**src/core/period_timer_regs.svh**
```systemverilog
// register offsets, field positions and reset values of the period timer
// assumes byte addresses on an apb bus, four times the printed index
`ifndef PERIOD_TIMER_REGS_SVH
`define PERIOD_TIMER_REGS_SVH

`define IDX_INTERRUPT_MASTER_CONTROL 8'h0b
`define IDX_PERIPHERAL_INTERRUPT_FLAGS 8'h0c
`define IDX_TIMER_COUNT 8'h11
`define IDX_TIMER_CONTROL 8'h12
`define IDX_PERIPHERAL_INTERRUPT_ENABLES 8'h8c
`define IDX_TIMER_PERIOD 8'h92

`define RST_TIMER_COUNT 8'h00
`define RST_TIMER_CONTROL 7'h00
`define RST_TIMER_PERIOD 8'hff
`define RST_FLAGS 8'h00

`define POST_MSB 6
`define POST_LSB 3
`define RUN_BIT 2
`define PRE_MSB 1
`define PRE_LSB 0
`define FLAG_BIT 1

`define PRE_DIV4_LAST 4'h3
`define PRE_DIV16_LAST 4'hf

`endif

```
**src/core/period_timer_pkg.sv**
```systemverilog
// types shared by the period timer files
// assumes the register header is included by the users of the offsets
package period_timer_pkg;
	typedef enum logic [1:0] {
		pre_div1,
		pre_div4,
		pre_div16
	} prescale_t;
endpackage : period_timer_pkg

```
**src/core/period_timer.sv**
```systemverilog
// period timer with prescaler, period compare and postscaler, apb slave
// assumes pclk is the instruction clock and presetn covers all resets
//
// Overview of operation
// - writing the count register clears prescaler and postscaler counters.
// - writing the control register clears prescaler and postscaler counters.
// - any device reset clears the prescaler and postscaler counters.
// - a control register write leaves the count value unchanged.
// - the match pulse before the postscaler goes to the serial port.
// - postscale field bits 6..3 divides matches by field plus one.
// - control bit 7 reads zero and ignores writes.
// - reset loads control 0, count 0, period ff.
// - control at 12h, count at 11h, period at 92h.
// - count advances per tick and wraps to 0 after equalling period.
// - postscaler reaching its count sets the timer match flag, bit 1.
// - run bit, control bit 2, enables counting.
//
// The implementer's own choice: the APB slave port.
`timescale 1ns/1ps
`include "period_timer_regs.svh"
module period_timer (
	input wire logic pclk,
	input wire logic presetn,
	input wire logic psel,
	input wire logic penable,
	input wire logic pwrite,
	input wire logic [11:0] paddr,
	input wire logic [31:0] pwdata,
	output logic [31:0] prdata,
	output logic pready,
	output logic pslverr,
	output logic serial_shift_tick,
	output logic timer_match_flag,
	output logic timer_match_pending
);
	import period_timer_pkg::*;

	// ******************************************************************
	// bus decode
	// ******************************************************************
	logic access;
	logic wr;
	logic hit_count;
	logic hit_control;
	logic hit_period;
	logic hit_flags;
	logic hit_enables;
	logic hit_master;
	logic mapped;

	assign access = psel && penable;
	assign wr = access && pwrite;
	assign hit_count = paddr == {2'b00, `IDX_TIMER_COUNT, 2'b00};
	assign hit_control = paddr == {2'b00, `IDX_TIMER_CONTROL, 2'b00};
	assign hit_period = paddr == {2'b00, `IDX_TIMER_PERIOD, 2'b00};
	assign hit_flags = paddr == {2'b00, `IDX_PERIPHERAL_INTERRUPT_FLAGS, 2'b00};
	assign hit_enables =
		paddr == {2'b00, `IDX_PERIPHERAL_INTERRUPT_ENABLES, 2'b00};
	assign hit_master = paddr == {2'b00, `IDX_INTERRUPT_MASTER_CONTROL, 2'b00};
	assign mapped = hit_count || hit_control || hit_period || hit_flags ||
		hit_enables || hit_master;
	assign pready = 1'b1;
	assign pslverr = access && !mapped;

	// ******************************************************************
	// registers
	// ******************************************************************
	logic [6:0] timer_control;
	logic [7:0] timer_count;
	logic [7:0] timer_period;
	logic [7:0] peripheral_interrupt_flags;
	logic [7:0] peripheral_interrupt_enables;
	logic [7:0] interrupt_master_control;
	logic scaler_clear;
	logic run;
	logic tick;
	logic match;
	logic post_done;
	logic [3:0] post_count;
	prescale_t pre_mode;

	assign scaler_clear = wr && (hit_count || hit_control);
	assign run = timer_control[`RUN_BIT];
	assign pre_mode = timer_control[`PRE_MSB] ? pre_div16 :
		(timer_control[`PRE_LSB] ? pre_div4 : pre_div1);

	// bit 7 is not stored at all
	always_ff @(posedge pclk or negedge presetn) begin
		if (!presetn) begin
			timer_control <= `RST_TIMER_CONTROL;
		end else if (wr && hit_control) begin
			timer_control <= pwdata[6:0];
		end
	end

	always_ff @(posedge pclk or negedge presetn) begin
		if (!presetn) begin
			timer_period <= `RST_TIMER_PERIOD;
		end else if (wr && hit_period) begin
			timer_period <= pwdata[7:0];
		end
	end

	always_ff @(posedge pclk or negedge presetn) begin
		if (!presetn) begin
			peripheral_interrupt_enables <= `RST_FLAGS;
			interrupt_master_control <= `RST_FLAGS;
		end else if (wr && hit_enables) begin
			peripheral_interrupt_enables <= pwdata[7:0];
		end else if (wr && hit_master) begin
			interrupt_master_control <= pwdata[7:0];
		end
	end

	// ******************************************************************
	// prescaler and counter
	// ******************************************************************
	prescale_counter prescaler (
		.pclk(pclk),
		.presetn(presetn),
		.clear(scaler_clear),
		.run(run),
		.mode(pre_mode),
		.tick(tick)
	);

	assign match = tick && (timer_count == timer_period);

	// control writes do not touch the count
	always_ff @(posedge pclk or negedge presetn) begin
		if (!presetn) begin
			timer_count <= `RST_TIMER_COUNT;
		end else if (wr && hit_count) begin
			timer_count <= pwdata[7:0];
		end else if (match) begin
			timer_count <= `RST_TIMER_COUNT;
		end else if (tick) begin
			timer_count <= timer_count + 8'h01;
		end
	end

	// ******************************************************************
	// postscaler and flag
	// ******************************************************************
	assign post_done = match &&
		(post_count == timer_control[`POST_MSB:`POST_LSB]);

	always_ff @(posedge pclk or negedge presetn) begin
		if (!presetn) begin
			post_count <= 4'h0;
		end else if (scaler_clear) begin
			post_count <= 4'h0;
		end else if (post_done) begin
			post_count <= 4'h0;
		end else if (match) begin
			post_count <= post_count + 4'h1;
		end
	end

	// set wins over a software clear in the same cycle
	always_ff @(posedge pclk or negedge presetn) begin
		if (!presetn) begin
			peripheral_interrupt_flags <= `RST_FLAGS;
		end else begin
			if (wr && hit_flags) begin
				peripheral_interrupt_flags <= pwdata[7:0];
			end
			if (post_done) begin
				peripheral_interrupt_flags[`FLAG_BIT] <= 1'b1;
			end
		end
	end

	always_ff @(posedge pclk or negedge presetn) begin
		if (!presetn) begin
			serial_shift_tick <= 1'b0;
		end else begin
			serial_shift_tick <= match;
		end
	end

	assign timer_match_flag = peripheral_interrupt_flags[`FLAG_BIT];
	assign timer_match_pending = timer_match_flag &&
		peripheral_interrupt_enables[`FLAG_BIT];

	// ******************************************************************
	// read data
	// ******************************************************************
	always_ff @(posedge pclk or negedge presetn) begin
		if (!presetn) begin
			prdata <= 32'h0;
		end else if (psel && !penable && !pwrite) begin
			if (hit_count) begin
				prdata <= {24'h0, timer_count};
			end else if (hit_control) begin
				prdata <= {25'h0, timer_control};
			end else if (hit_period) begin
				prdata <= {24'h0, timer_period};
			end else if (hit_flags) begin
				prdata <= {24'h0, peripheral_interrupt_flags};
			end else if (hit_enables) begin
				prdata <= {24'h0, peripheral_interrupt_enables};
			end else if (hit_master) begin
				prdata <= {24'h0, interrupt_master_control};
			end else begin
				prdata <= 32'h0;
			end
		end
	end
endmodule : period_timer

```
**src/core/prescale_counter.sv**
```systemverilog
// prescaler: turns the run enable into a tick at 1, 1/4 or 1/16 rate
// assumes one clock, pclk, and a synchronous clear from the owner
`timescale 1ns/1ps
`include "period_timer_regs.svh"
module prescale_counter (
	input wire logic pclk,
	input wire logic presetn,
	input wire logic clear,
	input wire logic run,
	input wire period_timer_pkg::prescale_t mode,
	output logic tick
);
	import period_timer_pkg::*;

	logic [3:0] count;
	logic [3:0] last;

	always_comb begin
		unique case (mode)
			pre_div1: last = 4'h0;
			pre_div4: last = `PRE_DIV4_LAST;
			pre_div16: last = `PRE_DIV16_LAST;
			default: last = `PRE_DIV16_LAST;
		endcase
	end

	assign tick = run && (count == last);

	// holds while stopped, cleared by count or control register writes and reset
	always_ff @(posedge pclk or negedge presetn) begin
		if (!presetn) begin
			count <= 4'h0;
		end else if (clear) begin
			count <= 4'h0;
		end else if (tick) begin
			count <= 4'h0;
		end else if (run) begin
			count <= count + 4'h1;
		end
	end
endmodule : prescale_counter

```
**config.mk**
```make
export PLATFORM = sky130hd
export DESIGN_NAME = period_timer
export DESIGN_NICKNAME = d
export VERILOG_FILES = /design/src/core/period_timer_pkg.sv /design/src/core/period_timer.sv /design/src/core/prescale_counter.sv
export VERILOG_INCLUDE_DIRS = /design/src /design/src/core
export SDC_FILE = /design/constraint.sdc
export NUM_CORES = 1
export LEC_CHECK = 0
export BUFFER_PORTS_ARGS = -buffer_cell sky130_fd_sc_hd__buf_2
export CAP_MARGIN = 15
export CORE_MARGIN = 2
export CORE_UTILIZATION = 57
export CTS_CLUSTER_DIAMETER = 80
export CTS_CLUSTER_SIZE = 25
export DETAILED_ROUTE_END_ITERATION = 12
export HOLD_SLACK_MARGIN = 0.03
export PLACE_DENSITY = 0.95
export SLEW_MARGIN = 20
export SYNTH_ARGS = -nofsm -noshare
export SYNTH_HDL_FRONTEND = slang
export SYNTH_SLANG_ARGS = --single-unit
```
**constraint.sdc**
```tcl
create_clock -name pclk -period 2.9 [get_ports pclk]
set_input_delay 0.435 -clock pclk [delete_from_list [all_inputs] [get_ports pclk]]
set_output_delay 0.435 -clock pclk [all_outputs]
set_load 0.01 [all_outputs]
```
Word level (Yosys, flattened, before mapping). Cells that the tools add are included.

Register bits after elaboration: 88. Input bits: 49. Output and inout bits: 37. Logic and storage cells: 75.

$add $sub $neg: 3. Equality and inequality tests: 10. Multiplexer cells: 20. Bitwise operators: 1. Reduce and logical (&&, ||, !) cells: 30.

Operators by type and width (number): 8-bit two-way mux (9); 12-bit by 10-bit == test with 1-bit output, second input constant (2); 12-bit by 6-bit == test with 1-bit output, second input constant (2); 12-bit by 7-bit == test with 1-bit output, second input constant (2); 4-bit two-way mux (6); 1-bit logical AND (16); 3-bit nonzero test (3); 4-bit by 1-bit adder with 4-bit output, second input constant (2); 8-bit by 1-bit adder with 8-bit output, second input constant (1); 4-bit == test (2); 8-bit == test (1); 4-bit one-hot mux with 2 select lines (1); 1-bit logical OR (5); 2-bit two-way mux (2); 1-bit zero test (3); 2-bit by 1-bit == test with 1-bit output, second input constant (1); 2-bit zero test (1); 1-bit two-way mux (2); 2-bit AND reduction (1); 2-bit nonzero test (1); 1-bit NOT (1).

Logic depth before layout (Yosys ltp). Gate-level depths: netlist (run 1).

Word-level depth: 10. Gate-level depth with buffers: 7. Depth with buffers taken out: 6.

By module. From an unflattened synthesis (run 1), not the netlist that was laid out.

Cell total of the unflattened synthesis: 386. Area total of the unflattened synthesis: 4041.4 sq um.

By module, submodules not included: period_timer (times used 1, cells each 359, area each 3801.1 sq um, sequential area each 1511.4 sq um); prescale_counter (times used 1, cells each 27, area each 240.2 sq um, sequential area each 100.1 sq um).

Worst setup path after synthesis (run 1). No wires, ideal clock.

Kind: input -> register. From: input port paddr[8]. To: register timer_period[0]. Setup time: 0.082 ns. Arrival: 2.160 ns. Required time: 2.818 ns. Setup slack: 0.658 ns. Cell stages on the path: 6. Path buffers: 2. Cells stage by stage: or4_4 buf_6 nor4_4 and2_1 buf_6 mux2_4.

Word-level cells in the longest chain between the ends: 2.

RTL lines: start, declared (line period_timer.sv:27) `input wire logic [11:0] paddr,`; 12-bit by 10-bit == test with 1-bit output (line period_timer.sv:55) `` assign hit_period = paddr == {2'b00, `IDX_TIMER_PERIOD, 2'b00}; ``; 1-bit logical AND (line period_timer.sv:99) `end else if (wr && hit_period) begin`; end signal, assigned (line period_timer.sv:98) `` timer_period <= `RST_TIMER_PERIOD; ``; end signal, assigned (line period_timer.sv:100) `timer_period <= pwdata[7:0];`; end, declared (line period_timer.sv:70) `logic [7:0] timer_period;`.

No other way between the ends. A chain may end at the register's enable or synchronous reset.

Final worst setup path (run 1).
From: register timer_count[2]. To: register post_count[0].

Word-level cells in the longest chain between the ends: 5. Elaborated cells on any way between the ends: 6. Classes of those cells: eq/ne: 1; mux: 2; reduce/logical: 3.

RTL lines: start, declared (line period_timer.sv:69) `logic [7:0] timer_count;`; start signal, assigned (line period_timer.sv:132) `` timer_count <= `RST_TIMER_COUNT; ``; start signal, assigned (line period_timer.sv:134) `timer_count <= pwdata[7:0];`; start signal, assigned (line period_timer.sv:136) `` timer_count <= `RST_TIMER_COUNT; ``; 8-bit == test * (line period_timer.sv:127) `assign match = tick && (timer_count == timer_period);`; 1-bit logical AND * (line period_timer.sv:127); 1-bit logical AND (line period_timer.sv:145) `assign post_done = match &&`; 4-bit two-way mux (line period_timer.sv:153) `end else if (post_done) begin`; 4-bit two-way mux (line period_timer.sv:151) `end else if (scaler_clear) begin`; end signal, assigned (line period_timer.sv:156) `post_count <= post_count + 4'h1;`; end, declared (line period_timer.sv:79) `logic [3:0] post_count;`.

Every way passes the cells marked *; elsewhere a longest branch is shown, timed or not.

==> results of run 1 <==
==> critical path, delay by kind of cell, from the launching register on <==
family	cells	cell delay, ps
flops	1	470
xor+xnor	1	180
simple gates	3	1500
compound gates	1	160
==> worst min-delay path by stage <==
stage                     cells after the start       from                         endpoint  slack (ps)
after global placement                        2  prdata[3]                        prdata[3]         470
after detailed placement                      2  prdata[5]                        prdata[5]         470
after global routing                          1    presetn  peripheral_interrupt_enables[5]         280
after CTS                                     1    presetn                   timer_count[3]         230
final                                         1    presetn                   timer_count[3]         220
after floorplan                               0    presetn      interrupt_master_control[0]         140
==> per-layer routing <==
layer	vias up	GRT usage
met1	1504	0.3245
met2	179	0.4257
li1	1403	-
met3	37	0.06762
met4	0	0.1491
met5	-	0
==> power by group through the flow <==
| stage | logic, mW | registers, mW | clock network (mW) |
|---|---|---|---|
| 4_1_cts | 0.123 | 0.899 | 0.680 |
| 5_1_grt | 0.137 | 0.899 | 0.723 |
| 2_1_floorplan | 0.0820 | 0.915 | 0 |
| 3_3_place_gp | 0.116 | 0.915 | 0 |
| 3_5_place_dp | 0.122 | 0.915 | 0 |
| 6_report | 0.124 | 0.899 | 0.675 |
==> sequential cells by signal, indices dropped and copies added, names as in the netlist <==
signal,count
interrupt_master_control,8
peripheral_interrupt_enables,8
prdata,8
serial_shift_tick,1
prescaler.count,4
peripheral_interrupt_flags,8
timer_period,8
timer_count,8
post_count,4
timer_control,7
==> cell families (layout without fill, tap and decap cells) <==
| group | after synthesis | in the layout | share of synthesized area |
|---|---|---|---|
| simple gates | 116 | 116 | 0.1797 |
| buf+inv | 46 | 68 | 0.07540 |
| mux | 52 | 52 | 0.1563 |
| flops | 64 | 64 | 0.4186 |
| fa+ha+maj | 3 | 3 | 0.009751 |
| other cells | 2 | 25 | 0.001951 |
| xor+xnor | 15 | 15 | 0.03412 |
| compound gates | 76 | 76 | 0.1242 |
==> cell type report <==
cell class,instances,area (um2),area share
repair buffers,44,240.2,0.05750
well taps,77,96.34,0.02306
clock buffers,12,145.1,0.03474
multi-input cells,287,2034,0.4870
inverters,8,30.03,0.007188
flip-flops and latches,64,1612,0.3857
clock inverters,4,20.02,0.004792
==> cell usage in the layout, fill, tap and decap left out, types with 4 or more instances in the layout <==
master	count
a21oi_1	19
nor2_1	13
mux2_4	7
a32oi_1	7
inv_1	8
dfrtp_1	56
o21ai_0	23
xor2_1	10
clkinv_2	4
nor4_1	5
mux2i_1	8
and2_1	9
buf_2	36
a22oi_1	5
nor2b_1	9
clkbuf_8	10
nand3_1	14
nand4_1	7
conb_1	25
or3_1	5
buf_4	8
dfstp_2	8
nand2_1	28
a211oi_1	5
mux2_2	37
xnor2_1	5
o22ai_1	5
==> metrics by stage <==
step / setup slack [ps] / hold WS (ps) / area, um2 / util / cells
5_1_grt: 399.1 / 278.7 / 4178 / 0.6468 / 496
3_3_place_gp: 579.2 / 472.7 / 4013 / 0.6213 / 480
4_1_cts: 542.4 / 225.5 / 4178 / 0.6468 / 496
3_5_place_dp: 527.3 / 468.2 / 4013 / 0.6213 / 480
6_report: 511.3 / 216.6 / 4178 / 0.6468 / 496
2_1_floorplan: 658.0 / 139.4 / 3936 / - / 397
==> results.toml, run 1 <==
[route]
m1WireLength_um = 3643
wl_met3_um = 742
route.detailed.wl_per_inst_um = 18.46
detailroute.via_count = 3123
route.top_layer_used = "met4"
postRouteWirelength_um = 9156
detail_route.iter0.violations = 456
vias_per_cell = 6.296
post-route-drc-count = 0
drt_first_pass_iters = 6
met2RoutedLength_um = 4433
postRouteAntennaNets = 0

[clocking]
postCtsSetupRepairBufs = 0
cts-buffers-inserted = 9
cts.htree.levels = 3
cts_repair_resize_count = 0
holdBufCountCts = 0
clock_sinks = 64
worstSkewPairLatency_ps = 360
tritoncts_clock_tree = "yes"
cts_max_path_buffers = 2
clk_pin_slew_worst_paths_ps = 70
clockRootBuffer = "clkbuf_8"

[sta]
finClkSkew_ps = 8.641
max-slew-margin-rel = 0.3843
setup_viol_count_final = 0
totalNegativeSetupSlack_ps = 0
max_freq_ghz = 0.4186
period_share = 0.8237
report.final.slew_viol_count = 0
rsz0062_at_grt = "false"
hold_violations = 0
max_slew.worst_pin.slew_ps = 923.5
period_needed_ps = 2389

[global_route]
first_global_vias = 3090
global_route_wire_length_before_repair_um = 15000
grt_util_all_layers = 0.2642
grt_max_degree = 41
gr-total-overflow = 0
number_of_antenna_violations_at_the_first_check_in_global_routing = 0

[die]
floorplan_die_area_um2 = 7428
fp.dieW_um = 86.19
num_ports = 86
die_h_um = 86.19
start_util = 0.5961
std_cell_rows = 29
coreArea_um2 = 6459

[final_layout]
area_growth_from_synthesis_to_final_layout_pct = 8.515
antenna-diode-count = 0
fillerInstances = 485
layout_cell_share_with_drive_strength_beyond_1 = 0.2912
finish.net_count = 466

[critical_path]
worst_setup_path_start = "timer_count[2]"
crit_path_max_fo = 8
critical_path.cell_chain = "xor2_1 -> nor4_1 -> nand4b_1 -> or3b_2 -> a21oi_1"
crit_path_largest_cell_delay_ps = 550
worst_path_class_setup = "reg -> reg"
critical_path_required_ps = 3180
regToRegSetupSlack_ps = 510
worst_r2r_startpoint = "timer_count[2]"
rr_endpoint = "post_count[0]"
worst-r2r-cell-count = 5
worst-endpoint-arrival_ps = 2670
crit_path_end_kind = "flop"
cpMaxStageDelayCell = "or3b_2"
worstSetupStartpointType = "flop"
timing.critical_path.to = "post_count[0]"

[power_and_ir_drop]
intPower_mw = 1.258
ir_worst_vdd_v = 0.0003479
combinationalPowerShare = 0.073
power.switching_mw = 0.4390
power.share.sequential = 0.530
power_density_nw_per_um2 = 406.3
switching_share = 0.2586
clockPowerShare = 0.398
power_leakage_nw = 1.903
total_power_mw = 1.697

[yosys]
synth_top_area_share = 0.3640
postSynthCellCount = 374
post_synth_most_frequent_cells = "56 x dfrtp_1, 37 x mux2_2, 28 x nand2_1, 25 x buf_4, 23 x o21ai_0"
yosysTopAreaCell = "dfrtp_1"
synth.lib_cells_used.distinct = 55
synth_seq_cells = 64
syn_area_per_cell_um2 = 10.29
synth-edff-count = 0
synth_area_um2 = 3850
yosys.cell_count.top_type = "dfrtp_1"
synth_warnings = 0
ys.flop_type = "dfrtp_1"
ys_seq_area_frac = 0.4186
synth.top_cells.by_area = "dfrtp_1 36%, mux2_2 11%, dfstp_2 5.5%, buf_4 4.9%, o21ai_0 3.0%"
postSynth.asyncResetShare = 1.000

[min_path]
hold_path.class = "in -> async"

[placed_design]
dp_hpwl_um = 6504
globalplace.congestion = 0.8814
port_bufs = 36

[flow_run]
cap_viol_max_count = 0

[run_status]
run_status = "completed"
Power figures use the tool's default switching activity.
==> run 2, diff against run 1 <==
CORE_UTILIZATION = 55   (was 57)
PLACE_DENSITY = 0.93   (was 0.95)
clock period = 2.3 ns   (was 2.9 ns; I/O delays follow)
==> results.toml, run 2 (same netlist as run 1, synthesis figures left out) <==
[run_status]
run_status = "completed"

[clocking]
clock_sinks = 64
tritoncts_clock_tree = "yes"
cts.htree.levels = 3
worstSkewPairLatency_ps = 350
clockRootBuffer = "clkbuf_8"
postCtsSetupRepairBufs = 0
clk_pin_slew_worst_paths_ps = 70
cts_max_path_buffers = 2
cts-buffers-inserted = 9

[sta]
max_slew.worst_pin.slew_ps = 612.2
setup_viol_count_final = 0
finClkSkew_ps = 11.71
period_needed_ps = 2124
max-slew-margin-rel = 0.5910
hold_violations = 0
totalNegativeSetupSlack_ps = 0
final.setup.worst_slack_ps = 176.1
report.final.slew_viol_count = 0
max_freq_ghz = 0.4708
rsz0062_at_grt = "false"
period_share = 0.9234

[final_layout]
leading_cell_type_in_the_layout_fill_and_taps_excluded = "dfrtp_1"
finish.net_count = 474
fillerInstances = 504
mostFrequentLayoutCells = "56 x dfrtp_1, 37 x mux2_2, 36 x buf_2, 27 x nand2_1, 25 x conb_1"
finish.utilization = 0.6379
layout_cell_share_with_drive_strength_beyond_1 = 0.3044
area_growth_from_synthesis_to_final_layout_pct = 12.58
antenna-diode-count = 0

[route]
detail_route.iter0.violations = 468
postRouteWirelength_um = 9344
drt_first_pass_iters = 6
vias_per_cell = 6.052
postRouteAntennaNets = 0
detailroute.via_count = 3165
post-route-drc-count = 0
route.detailed.wl_per_inst_um = 17.87

[global_route]
globalRouteMet1Util = 0.3275
global_route_wire_length_before_repair_um = 15080
grt_util_met3 = 0.07352
grt_max_degree = 65
gr-total-overflow = 0
number_of_antenna_violations_at_the_first_check_in_global_routing = 0
grt_util_all_layers = 0.2571
first_global_vias = 3079
grt.met2_usage = 0.4070
globalRoute.busiestLayer = "met2"

[critical_path]
critical_path.cell_chain = "buf_2 -> or4_4 -> nor4_4 -> buf_4 -> nor4_1 -> buf_2"
crit_path_end_kind = "primary output"
worstSetupStartpointType = "input pin"
critPathTopFamily = "simple AND/OR/NAND/NOR gates"
critical_path_required_ps = 1960
cpMaxStageDelayCell = "or4_4"
worst-endpoint-arrival_ps = 1780
critPathMostFrequentCell = "buf_2"
worst_r2r_startpoint = "timer_period[1]"
worst_setup_path_start = "paddr[8]"
timing.critical_path.buf_inv = 3
crit_path_largest_cell_delay_ps = 610
crit_path_max_fo = 8
worst_path_class_setup = "in -> out"

[placed_design]
port_bufs = 36
pre_cts_ws_ps = 156.4
dp_hpwl_um = 6453
globalplace.congestion = 0.8444

[die]
coreArea_um2 = 6794
fp.dieW_um = 87.67
floorplan_die_area_um2 = 7685
start_util = 0.5667
std_cell_rows = 30
die_h_um = 87.67
num_ports = 86

[power_and_ir_drop]
power.switching_mw = 0.5545
clockPowerShare = 0.454
power_leakage_nw = 1.966
ir_worst_vdd_v = 0.0004014
combinationalPowerShare = 0.068
power_density_nw_per_um2 = 547.4
power.share.sequential = 0.478
intPower_mw = 1.818
switching_share = 0.2337

[min_path]
hold_path.startpoint = "pwdata[5]"
hold_path.class = "in -> reg"

[flow_run]
cap_viol_max_count = 0
==> run 2: cell count changes in the layout (fill, tap and decap cells not counted), sizes merged <==
cell	before	now
bufinv	0	2
clkbuf	12	13
buf	44	51
clkinv	4	1
dlygate4sd3	0	1
==> run 2: layout make-up <==
cell class / instances / area, um2 / area share
Clock buffer: 13 / 148.9 / 0.03435
Clock inverter: 3 / 65.06 / 0.01501
Inverter: 8 / 30.03 / 0.006928
Multi-Input combinational cell: 287 / 2043 / 0.4714
Sequential cell: 64 / 1612 / 0.3718
Tap cell: 96 / 120.1 / 0.02771
Timing Repair Buffer: 52 / 315.3 / 0.07275
==> run 2: power by group through the flow <==
stage | Combinational, mW | Sequential, mW | Clock (mW)
2_1_floorplan | 0.103 | 1.15 | 0
3_3_place_gp | 0.150 | 1.15 | 0
3_5_place_dp | 0.155 | 1.15 | 0
4_1_cts | 0.160 | 1.13 | 1.09
5_1_grt | 0.180 | 1.13 | 1.15
6_report | 0.161 | 1.13 | 1.08
==> run 2: layer usage <==
metal,part of all wire,wire [um]
met1,0.40,3758
met2,0.48,4522
met3,0.079,738
met4,0.035,325
met5,0,0
==> run 2: per-stage QoR <==
step / total power, mW / instances / area, um2 / hold WS [ps]
floorplan: 1.257 / 397 / 3936 / 49.41
global placement: 1.304 / 506 / 4101 / 378.0
detailed placement: 1.309 / 506 / 4101 / 384.5
CTS: 2.379 / 523 / 4325 / 280.2
global route: 2.459 / 523 / 4334 / 311.1
finish: 2.373 / 523 / 4334 / 305.0
==> run 2: path summary, 6_finish.rpt <==
check,end,slack (ps),cells past startpoint
max in group asynchronous,timer_period[0],1450,3
min in group asynchronous,peripheral_interrupt_enables[3],510,3
hold / removal,timer_period[5],300,3
hold reg to reg,prdata[4],480,2
setup / recovery,pslverr,180,6
setup reg to reg,post_count[2],210,6
==> run 2: timing repair <==
item	4_1_cts	5_1_grt
resized for setup	0	2
hold buffers	1	0
endpoints found under the setup margin	0	2
hold endpoints to repair	56	0
==> run 2: worst reg2reg max path, delay by kind of cell (launching register included) <==
kind | cells | cell delay [ps]
simple gates | 3 | 840
flops | 1 | 560
compound gates | 1 | 300
buf+inv | 1 | 210
xor+xnor | 1 | 70
==> run 3, diff against run 2 <==
PLACE_DENSITY = 0.92   (was 0.93)
SKIP_LAST_GASP = 1   (was unset)
SYNTH_HIERARCHICAL = 1   (was unset)
==> results.toml, run 3 <==
[critical_path]
critical_path_required_ps = 2580
cpMaxStageDelayCell = "dfrtp_1"
timing.critical_path.buf_inv = 1
worst_r2r_startpoint = "timer_control[1]"
regToRegSetupSlack_ps = 130
critPathTopFamily = "simple AND/OR/NAND/NOR gates"
worstSetupStartpointType = "flop"
crit_path_end_kind = "flop"
rr_endpoint = "post_count[0]"
worst_path_class_setup = "reg -> reg"
worst-r2r-cell-count = 8
crit_path_max_fo = 7
worst-endpoint-arrival_ps = 2450
crit_path_largest_cell_delay_ps = 420
critical_path.cell_chain = "or3_1 -> a21oi_2 -> o21a_1 -> and2_4 -> nand3_4 -> buf_6 -> or3_1 -> a21oi_2"

[yosys]
ys.flop_type = "dfrtp_1"
post_synth_most_frequent_cells = "56 x dfrtp_1, 39 x nor2_1, 27 x a21oi_1, 25 x buf_4, 23 x mux2_4"
synth_warnings = 6
syn_area_per_cell_um2 = 10.47
yosys.cell_count.top_type = "dfrtp_1"
synth_area_um2 = 4041
synth.lib_cells_used.distinct = 68
postSynthCellCount = 386
synth_top_area_share = 0.3467
synth_seq_cells = 64
synth.top_cells.by_area = "dfrtp_1 35%, mux2_4 8.5%, dfstp_2 5.2%, buf_4 4.6%, mux2_1 4.2%"
postSynth.asyncResetShare = 1.000
yosysTopAreaCell = "dfrtp_1"
ys_seq_area_frac = 0.3988
synth-edff-count = 0

[sta]
hold_violations = 0
period_needed_ps = 2172
hold_slack_ps = 308.8
finClkSkew_ps = 8.929
period_share = 0.9441
max_slew.worst_pin.slew_ps = 551.6
report.final.slew_viol_count = 0
setup_viol_count_final = 0
totalNegativeSetupSlack_ps = 0
max-slew-margin-rel = 0.6289
max_freq_ghz = 0.4605
rsz0062_at_grt = "false"

[route]
post-route-drc-count = 0
postRouteWirelength_um = 9768
detailroute.via_count = 3280
route.detailed.wl_per_inst_um = 17.79
vias_per_cell = 5.974
postRouteAntennaNets = 0
detail_route.iter0.violations = 284
drt_first_pass_iters = 5

[die]
start_util = 0.5632
fp.dieW_um = 89.72
coreArea_um2 = 7176
std_cell_rows = 31
floorplan_die_area_um2 = 8050
num_ports = 86
die_h_um = 89.72

[final_layout]
leading_cell_type_in_the_layout_fill_and_taps_excluded = "dfrtp_1"
antenna-diode-count = 0
finish.cell_count_without_fillers = 549
fillerInstances = 550
layout_cell_share_with_drive_strength_beyond_1 = 0.3111
mostFrequentLayoutCells = "56 x dfrtp_1, 39 x nor2_1, 36 x buf_2, 25 x a21oi_1, 25 x conb_1"
finish.net_count = 497
design_area_um2 = 4638
area_growth_from_synthesis_to_final_layout_pct = 14.77

[flow_run]
cap_viol_max_count = 0

[global_route]
grt_util_all_layers = 0.2514
global_route_wire_length_before_repair_um = 16240
grt_max_degree = 65
number_of_antenna_violations_at_the_first_check_in_global_routing = 0
gr-total-overflow = 0
first_global_vias = 3342

[min_path]
min_delay_path_depth = 2
holdPathEnd = "timer_period[7]"
hold_path.class = "in -> reg"
hold_path.startpoint = "pwdata[7]"

[placed_design]
globalplace.congestion = 0.9345
placed_instance_count = 531
dp_hpwl_um = 7036
port_bufs = 36
detailed_place.area_um2 = 4384

[clocking]
tritoncts_clock_tree = "yes"
cts-buffers-inserted = 9
clock_sinks = 64
cts_max_path_buffers = 2
worstSkewPairLatency_ps = 360
cts.htree.levels = 3
clockRootBuffer = "clkbuf_8"
clk_pin_slew_worst_paths_ps = 70

[run_status]
run_status = "completed"

[power_and_ir_drop]
power_density_nw_per_um2 = 541.9
ir_worst_vdd_v = 0.0004278
power_leakage_nw = 2.137
## run 3: report_power, final
part | internal, mW | total (mW) | switching, mW | leakage (nW)
clock | 0.640 | 1.10 | 0.463 | 0.110
combinational | 0.0881 | 0.245 | 0.157 | 1.26
sequential | 1.15 | 1.16 | 0.0160 | 0.762
total | 1.88 | 2.51 | 0.637 | 2.14
## run 3: layout make-up
cell class | instances | area [um2] | share of cell area
Clock buffer | 11 | 141.4 | 0.03048
Clock inverter | 5 | 81.33 | 0.01753
Inverter | 12 | 45.04 | 0.009711
Multi-Input combinational cell | 298 | 2243 | 0.4837
Sequential cell | 64 | 1612 | 0.3475
Tap cell | 99 | 123.9 | 0.02671
Timing Repair Buffer | 60 | 391.6 | 0.08443
## run 3: cell families (layout without fill, tap and decap cells)
group / count (synthesis) / count (layout) / synth area share
AND/OR/NAND/NOR: 135 / 135 / 0.2242
AO/OA/AOI/OAI: 75 / 75 / 0.1167
flip-flops: 64 / 64 / 0.3988
buffers and inverters: 47 / 88 / 0.07120
multiplexers: 46 / 46 / 0.1477
XOR/XNOR: 14 / 14 / 0.03034
adder cells (fa/ha/maj): 3 / 3 / 0.009289
other: 2 / 25 / 0.001858
## run 3: worst max-delay path by stage
stage                           from              to  slack [ps]  cells after the start
finish              timer_control[1]   post_count[0]         130                      8
global route        timer_control[0]  timer_count[7]           6                      8
CTS                 timer_control[0]   post_count[0]          20                      9
detailed placement  timer_control[0]   post_count[0]          -5                      9
global placement    timer_control[0]   post_count[3]          60                      8
floorplan           timer_control[0]   post_count[3]          30                      8
## run 3: metal layers
metal  GRT usage  vias up  wire (um)
met5           0        -          0
met4      0.1115        0        322
met3     0.06203       37        638
met2      0.4211      165       4957
met1      0.3096     1618       3850
li1            -     1460          -
## run 3: per-stage QoR
step	total power, mW	setup WS, ps	utilization
finish	2.513	128.5	0.6464
global placement	1.414	60.67	0.6110
global route	2.596	6.068	0.6464
CTS	2.517	15.00	0.6438
floorplan	1.332	33.72	-
detailed placement	1.426	-4.877	0.6110
## run 3: timing repair
| item | in CTS | in global routing |
|---|---|---|
| endpoints found under the setup margin | 1 | 4 |
| buffers inserted | 0 | 1 |
| hold endpoints to repair | 56 | 0 |
| hold buffers | 1 | 0 |
| gates resized for setup | 1 | 3 |
| pin swaps | 0 | 4 |
